**src/usb_susp_pkg.sv**
```systemverilog
// Operation
// - suspended status set on suspend entry
// - writing force resume zero while force resume is set clears suspended
// - reading common flags after resume clears suspended
// - detect disabled: suspend signaling ignored
// - detect enabled and inhibit clear: suspend signaling enters suspend
// - frame low register returns bits 7:0
// - frame high register returns bits 10:8
// - frame high upper bits read zero
// - pending flags are read only
// - interrupt asserts when any flag set
// - interrupt also gated by cpu enable
// - reading a flag register clears only that register's flags
// - in flag bits 3:1 are endpoints 3:1
// - bit 0 is control endpoint flag
// - in flag bits 7:4 read zero
// - resume flag set on resume while suspended
// - suspend flag set only when detect enabled
// - inhibit set after reset until cleared
package usb_susp_pkg;
    localparam logic [11:0] power_off        = 12'h004;
    localparam logic [11:0] frame_low_off    = 12'h00c;
    localparam logic [11:0] frame_high_off   = 12'h010;
    localparam logic [11:0] in_flags_off     = 12'h014;
    localparam logic [11:0] common_flags_off = 12'h018;
    localparam logic [11:0] irq_status_off   = 12'h01c;
    localparam logic [11:0] irq_mask_off     = 12'h020;
    localparam int          power_inhibit_bit = 4;
    localparam int          power_resume_bit  = 2;
    localparam int          power_susp_bit    = 1;
    localparam int          power_detect_bit  = 0;
    localparam int          cm_resume_bit     = 1;
    localparam int          cm_suspend_bit    = 0;
    localparam logic [7:0]  power_reset      = 8'h10;
    localparam logic [31:0] unmapped_value   = 32'h0000_0000;

    typedef struct packed {
        logic        inhibit;
        logic        force_resume;
        logic        suspended;
        logic        detect_en;
        logic [10:0] frame;
        logic [3:0]  in_flags;
        logic [1:0]  common_flags;
        logic [1:0]  irq_status;
        logic [1:0]  irq_mask;
        logic [31:0] prdata;
        logic        pready;
        logic        pslverr;
        logic        irq;
        logic        usb_irq;
    } state_t;

    typedef struct packed {
        logic        suspend_seen;
        logic        resume_seen;
        logic        frame_valid;
        logic [10:0] frame_number;
        logic [3:0]  in_events;
    } link_in_t;
endpackage

```
**src/usb_susp_frame_irq.sv**
```systemverilog
// The APB slave port was left to the implementer.
module usb_susp_frame_irq (
    input  wire logic                    core_clk,
    input  wire logic                    arst_n,
    input  wire logic                    psel,
    input  wire logic                    penable,
    input  wire logic                    pwrite,
    input  wire logic [11:0]             paddr,
    input  wire logic [31:0]             pwdata,
    output logic      [31:0]             prdata,
    output logic                         pready,
    output logic                         pslverr,
    input  wire usb_susp_pkg::link_in_t  link_in,
    input  wire logic                    cpu_extended_irq_enable,
    output logic                         usb_irq,
    output logic                         resume_drive,
    output logic                         controller_inhibit,
    output logic                         irq
);
    usb_susp_pkg::state_t s_q;
    usb_susp_pkg::state_t s_d;
    usb_susp_pkg::link_in_t lk;
    logic wr;
    logic rd;
    logic susp_ev;
    logic res_ev;
    logic rd_common;
    logic rd_in;

    // link inputs come from same-clock usb logic, so no synchroniser
    assign lk = link_in;

    function automatic logic hit(input logic [11:0] a, input logic [11:0] o);
        hit = (a == o);
    endfunction

    always_comb begin
        wr = psel && penable && !s_q.pready && pwrite;
        rd = psel && penable && !s_q.pready && !pwrite;
        susp_ev = lk.suspend_seen && s_q.detect_en && !s_q.inhibit;
        res_ev = lk.resume_seen && s_q.suspended && !s_q.inhibit;
        rd_common = rd && hit(paddr, usb_susp_pkg::common_flags_off);
        rd_in = rd && hit(paddr, usb_susp_pkg::in_flags_off);
        s_d = s_q;
        s_d.pready = psel && penable && !s_q.pready;
        s_d.pslverr = 1'b0;
        s_d.prdata = usb_susp_pkg::unmapped_value;
        if (rd) begin
            unique case (paddr)
                usb_susp_pkg::power_off: begin
                    s_d.prdata[usb_susp_pkg::power_inhibit_bit] = s_q.inhibit;
                    s_d.prdata[usb_susp_pkg::power_resume_bit] = s_q.force_resume;
                    s_d.prdata[usb_susp_pkg::power_susp_bit] = s_q.suspended;
                    s_d.prdata[usb_susp_pkg::power_detect_bit] = s_q.detect_en;
                end
                usb_susp_pkg::frame_low_off: s_d.prdata[7:0] = s_q.frame[7:0];
                usb_susp_pkg::frame_high_off: s_d.prdata[2:0] = s_q.frame[10:8];
                usb_susp_pkg::in_flags_off: s_d.prdata[3:0] = s_q.in_flags;
                usb_susp_pkg::common_flags_off: s_d.prdata[1:0] = s_q.common_flags;
                usb_susp_pkg::irq_status_off: s_d.prdata[1:0] = s_q.irq_status;
                usb_susp_pkg::irq_mask_off: s_d.prdata[1:0] = s_q.irq_mask;
                default: s_d.pslverr = 1'b1;
            endcase
        end
        if (wr) begin
            unique case (paddr)
                usb_susp_pkg::power_off: begin
                    // software may clear inhibit but never set it
                    if (!pwdata[usb_susp_pkg::power_inhibit_bit])
                        s_d.inhibit = 1'b0;
                    s_d.force_resume = pwdata[usb_susp_pkg::power_resume_bit] && s_q.suspended;
                    if (s_q.force_resume && !pwdata[usb_susp_pkg::power_resume_bit])
                        s_d.suspended = 1'b0;
                    s_d.detect_en = pwdata[usb_susp_pkg::power_detect_bit];
                end
                usb_susp_pkg::irq_status_off: s_d.irq_status = s_q.irq_status & ~pwdata[1:0];
                usb_susp_pkg::irq_mask_off: s_d.irq_mask = pwdata[1:0];
                // flag and frame registers ignore writes
                usb_susp_pkg::frame_low_off, usb_susp_pkg::frame_high_off,
                usb_susp_pkg::in_flags_off, usb_susp_pkg::common_flags_off: ;
                default: s_d.pslverr = 1'b1;
            endcase
        end
        if (rd_common && s_q.common_flags[usb_susp_pkg::cm_resume_bit])
            s_d.suspended = 1'b0;
        if (rd_common)
            s_d.common_flags = 2'b00;
        if (rd_in)
            s_d.in_flags = 4'h0;
        // set after clear so a simultaneous event survives
        if (susp_ev) begin
            s_d.suspended = 1'b1;
            s_d.common_flags[usb_susp_pkg::cm_suspend_bit] = 1'b1;
        end
        if (res_ev)
            s_d.common_flags[usb_susp_pkg::cm_resume_bit] = 1'b1;
        if (!s_q.inhibit)
            s_d.in_flags = s_d.in_flags | lk.in_events;
        if (lk.frame_valid && !s_q.inhibit)
            s_d.frame = lk.frame_number;
        if (!s_d.suspended)
            s_d.force_resume = 1'b0;
        s_d.irq_status = s_d.irq_status | {res_ev, susp_ev};
        s_d.irq = |(s_d.irq_status & s_d.irq_mask);
        s_d.usb_irq = ((|s_d.in_flags) || (|s_d.common_flags))
                      && cpu_extended_irq_enable;
    end

    always_ff @(posedge core_clk or negedge arst_n) begin
        if (!arst_n) begin
            s_q <= '0;
            s_q.inhibit <= usb_susp_pkg::power_reset[usb_susp_pkg::power_inhibit_bit];
        end else begin
            s_q <= s_d;
        end
    end

    assign prdata = s_q.prdata;
    assign pready = s_q.pready;
    assign pslverr = s_q.pslverr;
    assign usb_irq = s_q.usb_irq;
    assign resume_drive = s_q.force_resume;
    assign controller_inhibit = s_q.inhibit;
    assign irq = s_q.irq;

    property p_susp_enter;
        @(posedge core_clk) disable iff (!arst_n)
        (link_in.suspend_seen && s_q.detect_en && !s_q.inhibit) |=> s_q.suspended;
    endproperty
    a_susp_enter: assert property (p_susp_enter) else $error("suspend not entered");

    property p_no_susp;
        @(posedge core_clk) disable iff (!arst_n)
        (!s_q.detect_en && !s_q.suspended) |=> !$rose(s_q.common_flags[0]);
    endproperty
    a_no_susp: assert property (p_no_susp) else $error("suspend flag while disabled");

    property p_resume_clear;
        @(posedge core_clk) disable iff (!arst_n)
        (wr && paddr == usb_susp_pkg::power_off && s_q.force_resume && !pwdata[2]
         && !link_in.suspend_seen) |=> !s_q.suspended;
    endproperty
    a_resume_clear: assert property (p_resume_clear) else $error("suspend kept");

    property p_common_rd;
        @(posedge core_clk) disable iff (!arst_n)
        (rd_common && s_q.common_flags[1] && !link_in.suspend_seen) |=> !s_q.suspended;
    endproperty
    a_common_rd: assert property (p_common_rd) else $error("suspend not cleared");

    property p_frame_hi;
        @(posedge core_clk) disable iff (!arst_n)
        (rd && paddr == usb_susp_pkg::frame_high_off) |=> prdata[31:3] == 29'h0;
    endproperty
    a_frame_hi: assert property (p_frame_hi) else $error("frame high upper bits");

    property p_in_rd;
        @(posedge core_clk) disable iff (!arst_n)
        (rd_in && link_in.in_events == 4'h0) |=> s_q.in_flags == 4'h0 && prdata[31:4] == 28'h0;
    endproperty
    a_in_rd: assert property (p_in_rd) else $error("in flags not cleared");

    property p_irq;
        @(posedge core_clk) disable iff (!arst_n)
        ((|s_q.in_flags) && cpu_extended_irq_enable && !rd_in) |=> usb_irq;
    endproperty
    a_irq: assert property (p_irq) else $error("usb irq missing");

    property p_irq_gate;
        @(posedge core_clk) disable iff (!arst_n)
        !cpu_extended_irq_enable |=> !usb_irq;
    endproperty
    a_irq_gate: assert property (p_irq_gate) else $error("usb irq not gated");

    property p_resume_flag;
        @(posedge core_clk) disable iff (!arst_n)
        (link_in.resume_seen && s_q.suspended && !s_q.inhibit) |=> s_q.common_flags[1];
    endproperty
    a_resume_flag: assert property (p_resume_flag) else $error("resume flag lost");

    property p_inhibit;
        @(posedge core_clk) disable iff (!arst_n)
        s_q.inhibit && !(wr && paddr == usb_susp_pkg::power_off) |=> s_q.inhibit;
    endproperty
    a_inhibit: assert property (p_inhibit) else $error("inhibit dropped");

    property p_ready_pulse;
        @(posedge core_clk) disable iff (!arst_n)
        pready |=> !pready;
    endproperty
    a_ready_pulse: assert property (p_ready_pulse) else $error("pready held");

    property p_ready_answer;
        @(posedge core_clk) disable iff (!arst_n)
        (psel && penable && !pready) |=> pready;
    endproperty
    a_ready_answer: assert property (p_ready_answer) else $error("pready missing");

    property p_err_ready;
        @(posedge core_clk) disable iff (!arst_n)
        pslverr |-> pready && prdata == 32'h0000_0000;
    endproperty
    a_err_ready: assert property (p_err_ready) else $error("pslverr outside response");

    property p_data_idle;
        @(posedge core_clk) disable iff (!arst_n)
        !pready |-> prdata == 32'h0000_0000;
    endproperty
    a_data_idle: assert property (p_data_idle) else $error("prdata outside response");

    property p_frame_lo_data;
        @(posedge core_clk) disable iff (!arst_n)
        (rd && paddr == usb_susp_pkg::frame_low_off)
            |=> prdata[7:0] == $past(s_q.frame[7:0]) && prdata[31:8] == 24'h00_0000;
    endproperty
    a_frame_lo_data: assert property (p_frame_lo_data) else $error("frame low data");

    property p_frame_hi_data;
        @(posedge core_clk) disable iff (!arst_n)
        (rd && paddr == usb_susp_pkg::frame_high_off)
            |=> prdata[2:0] == $past(s_q.frame[10:8]);
    endproperty
    a_frame_hi_data: assert property (p_frame_hi_data) else $error("frame high data");

    property p_frame_capture;
        @(posedge core_clk) disable iff (!arst_n)
        (link_in.frame_valid && !s_q.inhibit) |=> s_q.frame == $past(link_in.frame_number);
    endproperty
    a_frame_capture: assert property (p_frame_capture) else $error("frame not taken");

    property p_frame_hold;
        @(posedge core_clk) disable iff (!arst_n)
        !(link_in.frame_valid && !s_q.inhibit) |=> $stable(s_q.frame);
    endproperty
    a_frame_hold: assert property (p_frame_hold) else $error("frame changed");

    property p_in_capture;
        @(posedge core_clk) disable iff (!arst_n)
        !s_q.inhibit |=> (s_q.in_flags & $past(link_in.in_events)) == $past(link_in.in_events);
    endproperty
    a_in_capture: assert property (p_in_capture) else $error("in event lost");

    property p_in_read_data;
        @(posedge core_clk) disable iff (!arst_n)
        rd_in |=> prdata[3:0] == $past(s_q.in_flags) && prdata[31:4] == 28'h000_0000;
    endproperty
    a_in_read_data: assert property (p_in_read_data) else $error("in flags data");

    property p_in_hold;
        @(posedge core_clk) disable iff (!arst_n)
        (!rd_in && (s_q.inhibit || link_in.in_events == 4'h0)) |=> $stable(s_q.in_flags);
    endproperty
    a_in_hold: assert property (p_in_hold) else $error("in flags changed");

    property p_common_hold;
        @(posedge core_clk) disable iff (!arst_n)
        (!rd_common && !susp_ev && !res_ev) |=> $stable(s_q.common_flags);
    endproperty
    a_common_hold: assert property (p_common_hold) else $error("common flags changed");

    property p_common_clear;
        @(posedge core_clk) disable iff (!arst_n)
        (rd_common && !susp_ev && !res_ev) |=> s_q.common_flags == 2'b00;
    endproperty
    a_common_clear: assert property (p_common_clear) else $error("common not cleared");

    property p_common_data;
        @(posedge core_clk) disable iff (!arst_n)
        rd_common |=> prdata[1:0] == $past(s_q.common_flags) && prdata[31:2] == 30'h0000_0000;
    endproperty
    a_common_data: assert property (p_common_data) else $error("common flags data");

    property p_susp_flag;
        @(posedge core_clk) disable iff (!arst_n)
        susp_ev |=> s_q.common_flags[usb_susp_pkg::cm_suspend_bit];
    endproperty
    a_susp_flag: assert property (p_susp_flag) else $error("suspend flag lost");

    property p_no_susp_enter;
        @(posedge core_clk) disable iff (!arst_n)
        (!s_q.detect_en && !s_q.suspended) |=> !s_q.suspended;
    endproperty
    a_no_susp_enter: assert property (p_no_susp_enter) else $error("suspended while off");

    property p_susp_hold;
        @(posedge core_clk) disable iff (!arst_n)
        (s_q.suspended && !wr && !rd_common) |=> s_q.suspended;
    endproperty
    a_susp_hold: assert property (p_susp_hold) else $error("suspend left early");

    property p_susp_cause;
        @(posedge core_clk) disable iff (!arst_n)
        $rose(s_q.suspended) |-> $past(susp_ev);
    endproperty
    a_susp_cause: assert property (p_susp_cause) else $error("suspend without cause");

    property p_drive_needs_susp;
        @(posedge core_clk) disable iff (!arst_n)
        resume_drive |-> s_q.suspended;
    endproperty
    a_drive_needs_susp: assert property (p_drive_needs_susp) else $error("resume outside suspend");

    property p_drive_set;
        @(posedge core_clk) disable iff (!arst_n)
        (wr && paddr == usb_susp_pkg::power_off && pwdata[usb_susp_pkg::power_resume_bit]
         && s_q.suspended) |=> resume_drive;
    endproperty
    a_drive_set: assert property (p_drive_set) else $error("resume not driven");

    property p_inhibit_stays_low;
        @(posedge core_clk) disable iff (!arst_n)
        !s_q.inhibit |=> !s_q.inhibit;
    endproperty
    a_inhibit_stays_low: assert property (p_inhibit_stays_low) else $error("inhibit set");

    property p_inhibit_clear;
        @(posedge core_clk) disable iff (!arst_n)
        (wr && paddr == usb_susp_pkg::power_off && !pwdata[usb_susp_pkg::power_inhibit_bit])
            |=> !controller_inhibit;
    endproperty
    a_inhibit_clear: assert property (p_inhibit_clear) else $error("inhibit kept");

    property p_irq_hold;
        @(posedge core_clk) disable iff (!arst_n)
        ((|(s_q.irq_status & s_q.irq_mask)) && !wr) |=> irq;
    endproperty
    a_irq_hold: assert property (p_irq_hold) else $error("irq dropped");

    property p_irq_quiet;
        @(posedge core_clk) disable iff (!arst_n)
        (s_q.irq_status == 2'b00 && !susp_ev && !res_ev) |=> !irq;
    endproperty
    a_irq_quiet: assert property (p_irq_quiet) else $error("irq without status");

    property p_status_w1c;
        @(posedge core_clk) disable iff (!arst_n)
        (wr && paddr == usb_susp_pkg::irq_status_off && !susp_ev && !res_ev)
            |=> (s_q.irq_status & $past(pwdata[1:0])) == 2'b00;
    endproperty
    a_status_w1c: assert property (p_status_w1c) else $error("status not cleared");

    property p_status_susp;
        @(posedge core_clk) disable iff (!arst_n)
        susp_ev |=> s_q.irq_status[usb_susp_pkg::cm_suspend_bit];
    endproperty
    a_status_susp: assert property (p_status_susp) else $error("suspend status lost");

    property p_usb_irq_common;
        @(posedge core_clk) disable iff (!arst_n)
        ((|s_q.common_flags) && cpu_extended_irq_enable && !rd_common) |=> usb_irq;
    endproperty
    a_usb_irq_common: assert property (p_usb_irq_common) else $error("usb irq missing");

    property p_usb_irq_quiet;
        @(posedge core_clk) disable iff (!arst_n)
        (s_q.in_flags == 4'h0 && s_q.common_flags == 2'b00 && !susp_ev && !res_ev
         && (s_q.inhibit || link_in.in_events == 4'h0)) |=> !usb_irq;
    endproperty
    a_usb_irq_quiet: assert property (p_usb_irq_quiet) else $error("usb irq spurious");

    property p_resume_needs_susp;
        @(posedge core_clk) disable iff (!arst_n)
        !s_q.suspended |=> !$rose(s_q.common_flags[usb_susp_pkg::cm_resume_bit]);
    endproperty
    a_resume_needs_susp: assert property (p_resume_needs_susp) else $error("resume flag awake");

    property p_power_data;
        @(posedge core_clk) disable iff (!arst_n)
        (rd && paddr == usb_susp_pkg::power_off)
            |=> prdata[usb_susp_pkg::power_susp_bit] == $past(s_q.suspended)
                && prdata[usb_susp_pkg::power_inhibit_bit] == $past(s_q.inhibit);
    endproperty
    a_power_data: assert property (p_power_data) else $error("power data");

    property p_detect_write;
        @(posedge core_clk) disable iff (!arst_n)
        (wr && paddr == usb_susp_pkg::power_off)
            |=> s_q.detect_en == $past(pwdata[usb_susp_pkg::power_detect_bit]);
    endproperty
    a_detect_write: assert property (p_detect_write) else $error("detect enable");
endmodule

```
**config.mk**
```make
export PLATFORM = sky130hd
export DESIGN_NAME = usb_susp_frame_irq
export DESIGN_NICKNAME = d
export VERILOG_FILES = /design/src/usb_susp_pkg.sv /design/src/usb_susp_frame_irq.sv
export SDC_FILE = /design/constraint.sdc
export NUM_CORES = 1
export LEC_CHECK = 0
export BUFFER_PORTS_ARGS = -buffer_cell sky130_fd_sc_hd__clkbuf_2
export CORE_ASPECT_RATIO = 0.9
export CORE_MARGIN = 2
export CORE_UTILIZATION = 48
export DETAILED_ROUTE_END_ITERATION = 8
export GPL_TIMING_DRIVEN = 1
export PLACE_DENSITY = 0.84
export SYNTH_ARGS = -nofsm -noshare
export SYNTH_HDL_FRONTEND = slang
export SYNTH_SLANG_ARGS = --single-unit
```
**constraint.sdc**
```tcl
create_clock -name core_clk -period 6.96 [get_ports core_clk]
set_clock_uncertainty 0.15 [all_clocks]
set_input_delay 1.392 -clock core_clk [delete_from_list [all_inputs] [get_ports core_clk]]
set_output_delay 1.392 -clock core_clk [all_outputs]
set_load 0.02 [all_outputs]
```
Yosys cells after proc, flatten, opt, wreduce, memory -nomap -nowiden

Cells that the tools add are included.
Widths: inputs -> output; s select.

Register bits after elaboration: 37
Input port bits: 68
Output and inout port bits: 38
Word-level logic and storage cells: 80

Equality and inequality tests: 9
Multiplexer cells: 24
Bitwise operators: 6
Reduce and logical (&&, ||, !) cells: 27

Operator list:

| kind                | count |
|---|---|
| $eq 12x5->1 const B | 4 |
| $logic_and 1x1->1   | 15 |
| $pmux 2 s7          | 1 |
| $eq 12x3->1 const B | 1 |
| $eq 12x4->1 const B | 1 |
| $eq 12x6->1 const B | 1 |
| $mux 4              | 3 |
| $mux 1              | 10 |
| $mux 3              | 3 |
| $mux 8              | 1 |
| $reduce_or 7->1     | 1 |
| $mux 2              | 3 |
| $and 2x2->2         | 2 |
| $logic_not 1->1     | 4 |
| $ne 2x1->1 const B  | 2 |
| $or 4x4->4          | 1 |
| $pmux 1 s2          | 2 |
| $pmux 1 s4          | 1 |
| $reduce_and 2->1    | 2 |
| $reduce_or 2->1     | 2 |
| $reduce_or 4->1     | 1 |
| $reduce_and 3->1    | 1 |
| $not 2->2           | 1 |
| $or 2x2->2          | 1 |
| 2 further kinds     | 2 |

Depth between registers and ports, before layout

Depth in word-level cells: 10
Mapped depth: 5

Least setup slack after synthesis

Ideal clock, no wire load.

Kind: input-to-reg
Start: input paddr[7]
End: register s_q (netlist bit usb_irq)
Library setup time: 0.124 ns
Arrival time: 3.047 ns
Required time: 6.686 ns
Path slack: 3.639 ns
Stages on the path: 4
Cell sequence: or4_4 > or4_4 > or3_4 > a211o_1

RTL lines:

| what        | line                     | source |
|---|---|---|
| from (decl) | usb_susp_frame_irq.sv:8  | `input wire logic [11:0] paddr,` |
| to (decl)   | usb_susp_frame_irq.sv:20 | `usb_susp_pkg::state_t s_q;` |

==> flow_metrics.tcl <==
set metrics [dict create \
    clock_path_buffers 2 \
    critical_path.startpoint "paddr[7]" \
    dr_total_vias 1500 \
    cts_tree "done" \
    cts_sinks 37 \
    grt_use_total 0.1849 \
    final-max-slew-violation-count 0 \
    syn_to_final_growth_pct 12.23 \
    cp.required_ns 6.99 \
    critPathMaxStageDelay_ns 0.54 \
    drv_cap 0 \
    cp.depth 5 \
    grt_pass1_vias 1426 \
    irDropWorstVdd_mv 0.1101 \
    drt_wl_total_mm 4.146 \
    ant_nets 0 \
    relSlewSlack 0.3801 \
    ys_ff_latch 37 \
    synth_edf_count 0 \
    finalHoldViolCount 0 \
    path_class "in2reg" \
    critical_path.cell_chain "clkbuf_2 -> or4_4 -> or4_4 -> or3_4 -> a211o_1" \
    firstDrtPassIters 4 \
    drt_iter0_markers 80 \
    reg2reg_to "usb_irq" \
    status "complete, no violations" \
    cp_max_fo 4 \
    cts_root_buffer "clkbuf_8" \
    total_power_mw 0.4390 \
    avgViaCountPerCell 5.435 \
    reg2reg_depth 4 \
    fin_crit_sh 0.4600 \
    async_reset_ff_frac 1.000 \
    yosysTopAreaCell "dfrtp_1" \
    synth_area_mm2 0.002016 \
    yosysMostFrequentCell "dfrtp_1" \
    die_h_um 65.48 \
    fmax_ghz 0.3123 \
    powerDensity_mw_per_mm2 194.1 \
    ios 106 \
    syn_avg_cell_area_um2 11.14 \
    switchingPower_mw 0.1133 \
    synth_cells 181 \
    setup_violations 0 \
    pwr-share-clk 0.344 \
    regToRegStartpoint "pready" \
    cpMostUsedCell "or4_4" \
    cts_buffers 5 \
    initial_core_util 0.4981 \
    cp-end-kind "register" \
    tightest_slew_ns 0.9280 \
    ys_types 48 \
    swShare 0.2580 \
    critPathBufInv 1 \
    r2r_slack_ns 4.56 \
    synth_area_leaders "dfrtp_1, buf_4, mux2_2, mux4_2, nand2_1" \
    hp-class "reg2reg" \
    combPwrFrac 0.133 \
    h-tree-depth 2 \
    yosys_warnings 0 \
    post_drt_wl_per_cell_um 15.02 \
    synth_top_area_frac 0.4469 \
    rows 22 \
    die_w_um 72.31 \
    final_nets 296 \
    drive_gt1_frac 0.3816 \
    hpwl_mm 3.278 \
    grt_antenna_before_repair 0 \
    synth_commonest_cells "dfrtp_1, buf_4, mux2_2, nand2_1" \
    rsz0062_at_grt "no" \
    cp-start-kind "primary input" \
    grt-ovfl-total 0 \
    cts.repair.resized 0 \
    drc 0 \
    clkLatencyLatePin_ns 0.29 \
    port_buffers 53 \
    period_minus_slack_ns 3.202 \
    synth_ff_type "dfrtp_1" \
    die-area_mm2 0.004734 \
    hold_buffers 0 \
    grt_max_degree 38 \
    p_leak_nw 1.080 \
    seq_power_share 0.522 \
    ys_seq_area_frac 0.4600 \
    crit_family "simple AND/OR/NAND/NOR gates" \
    whs_ns 0.3324 \
    cts_setup_buffers 0 \
    setup_tns_ns 0 \
    cpMaxStageDelayCell "or4_4" \
    path_clk_slew_ns 0.07 \
    grt_first_pass_wirelength_mm 6.465 \
    n_antenna_cell 0 \
    cp-endpoint "usb_irq" \
    place_congestion 0.8112 \
    critical_path_arrival_ns 3.23 \
    coreArea_mm2 0.004046 \
    p_int_mw 0.3257 \
    nFillCells 391 \
    post-route-util 0.5591 \
]
==> kinds of logic after synthesis <==
logic type             after synthesis  share of synthesized area
DFF                                 37                     0.4600
muxes                               20                     0.1210
other                                1                   0.001860
buffers and inverters               38                     0.1304
AOI/OAI and AO/OA                   24                    0.09747
and+or+nand+nor                     61                     0.1893
==> worst register-to-register path, delay by kind of cell (launching register included) <==
kind	cells	cell delay, ns
AND/OR/NAND/NOR	3	1.44
flip-flops	1	0.42
AO/OA/AOI/OAI	1	0.27
==> layout by cell type (no fill, tap or decap), types with 2 or more instances in the layout <==
master,synthesis,final
a21o_2,2,2
a311oi_1,2,2
nor4_1,7,7
dfrtp_1,36,36
nand3b_1,2,2
mux4_2,2,2
mux2i_1,3,3
or4_4,2,2
nand2b_1,2,2
nor2_1,7,7
nand2_1,12,12
nor3_1,4,4
a2bb2oi_1,2,2
mux2_2,15,15
inv_1,2,2
conb_1,1,24
clkbuf_8,0,6
a22o_1,5,5
and2_1,4,4
a21oi_1,3,3
nor4b_1,2,2
nor2b_1,3,3
nand3_1,3,3
or4_1,2,2
clkbuf_2,0,53
==> cell type report <==
cell class / count / area (um2) / area share
clock inverter: 1 / 7.507 / 0.003319
tap: 48 / 60.06 / 0.02655
sequential: 37 / 927.1 / 0.4098
timing repair buffer: 53 / 265.3 / 0.1173
multi-input combinational: 129 / 912.1 / 0.4032
inverter: 2 / 7.507 / 0.003319
clock buffer: 6 / 82.58 / 0.03650
==> power groups by stage <==
stage | clock network [mW] | logic (mW) | registers (mW)
after floorplan | 0 | 0.0451 | 0.233
after global placement | 0 | 0.0574 | 0.233
after detailed placement | 0 | 0.0587 | 0.234
after CTS | 0.156 | 0.0588 | 0.229
after global routing | 0.163 | 0.0641 | 0.230
final | 0.151 | 0.0585 | 0.229
==> flip-flops by register name, summed over array words and instances (netlist names) <==
| register | cells |
|---|---|
| resume_drive | 1 |
| s_q | 23 |
| usb_irq | 1 |
| controller_inhibit | 1 |
| pslverr | 1 |
| irq | 1 |
| prdata | 8 |
| pready | 1 |
==> how the worst min path moves through the flow <==
stage	from	endpoint	slack [ns]	cells past startpoint
2_1_floorplan	s_q[51]	prdata[5]	0.30	1
3_3_place_gp	s_q[52]	prdata[6]	0.31	1
3_5_place_dp	s_q[52]	prdata[6]	0.33	1
4_1_cts	s_q[52]	prdata[6]	0.34	1
5_1_grt	s_q[52]	prdata[6]	0.37	1
6_report	s_q[52]	prdata[6]	0.33	1
==> layer usage <==
layer,routed length (um),up-vias,GRT usage
met5,0,-,0
li1,-,699,-
met1,1716,739,0.2292
met3,278,5,0.04141
met2,2114,57,0.3062
met4,37,0,0.08726
==> stage by stage <==
step                      cell area, um2  std cells  setup WS [ns]
final                               2262        276          3.758
after global routing                2262        276          3.747
after CTS                           2262        276          3.769
after detailed placement            2172        269          3.450
after global placement              2172        269          3.465
after floorplan                     2102        204          3.639
(Power assumes the default switching activity.)
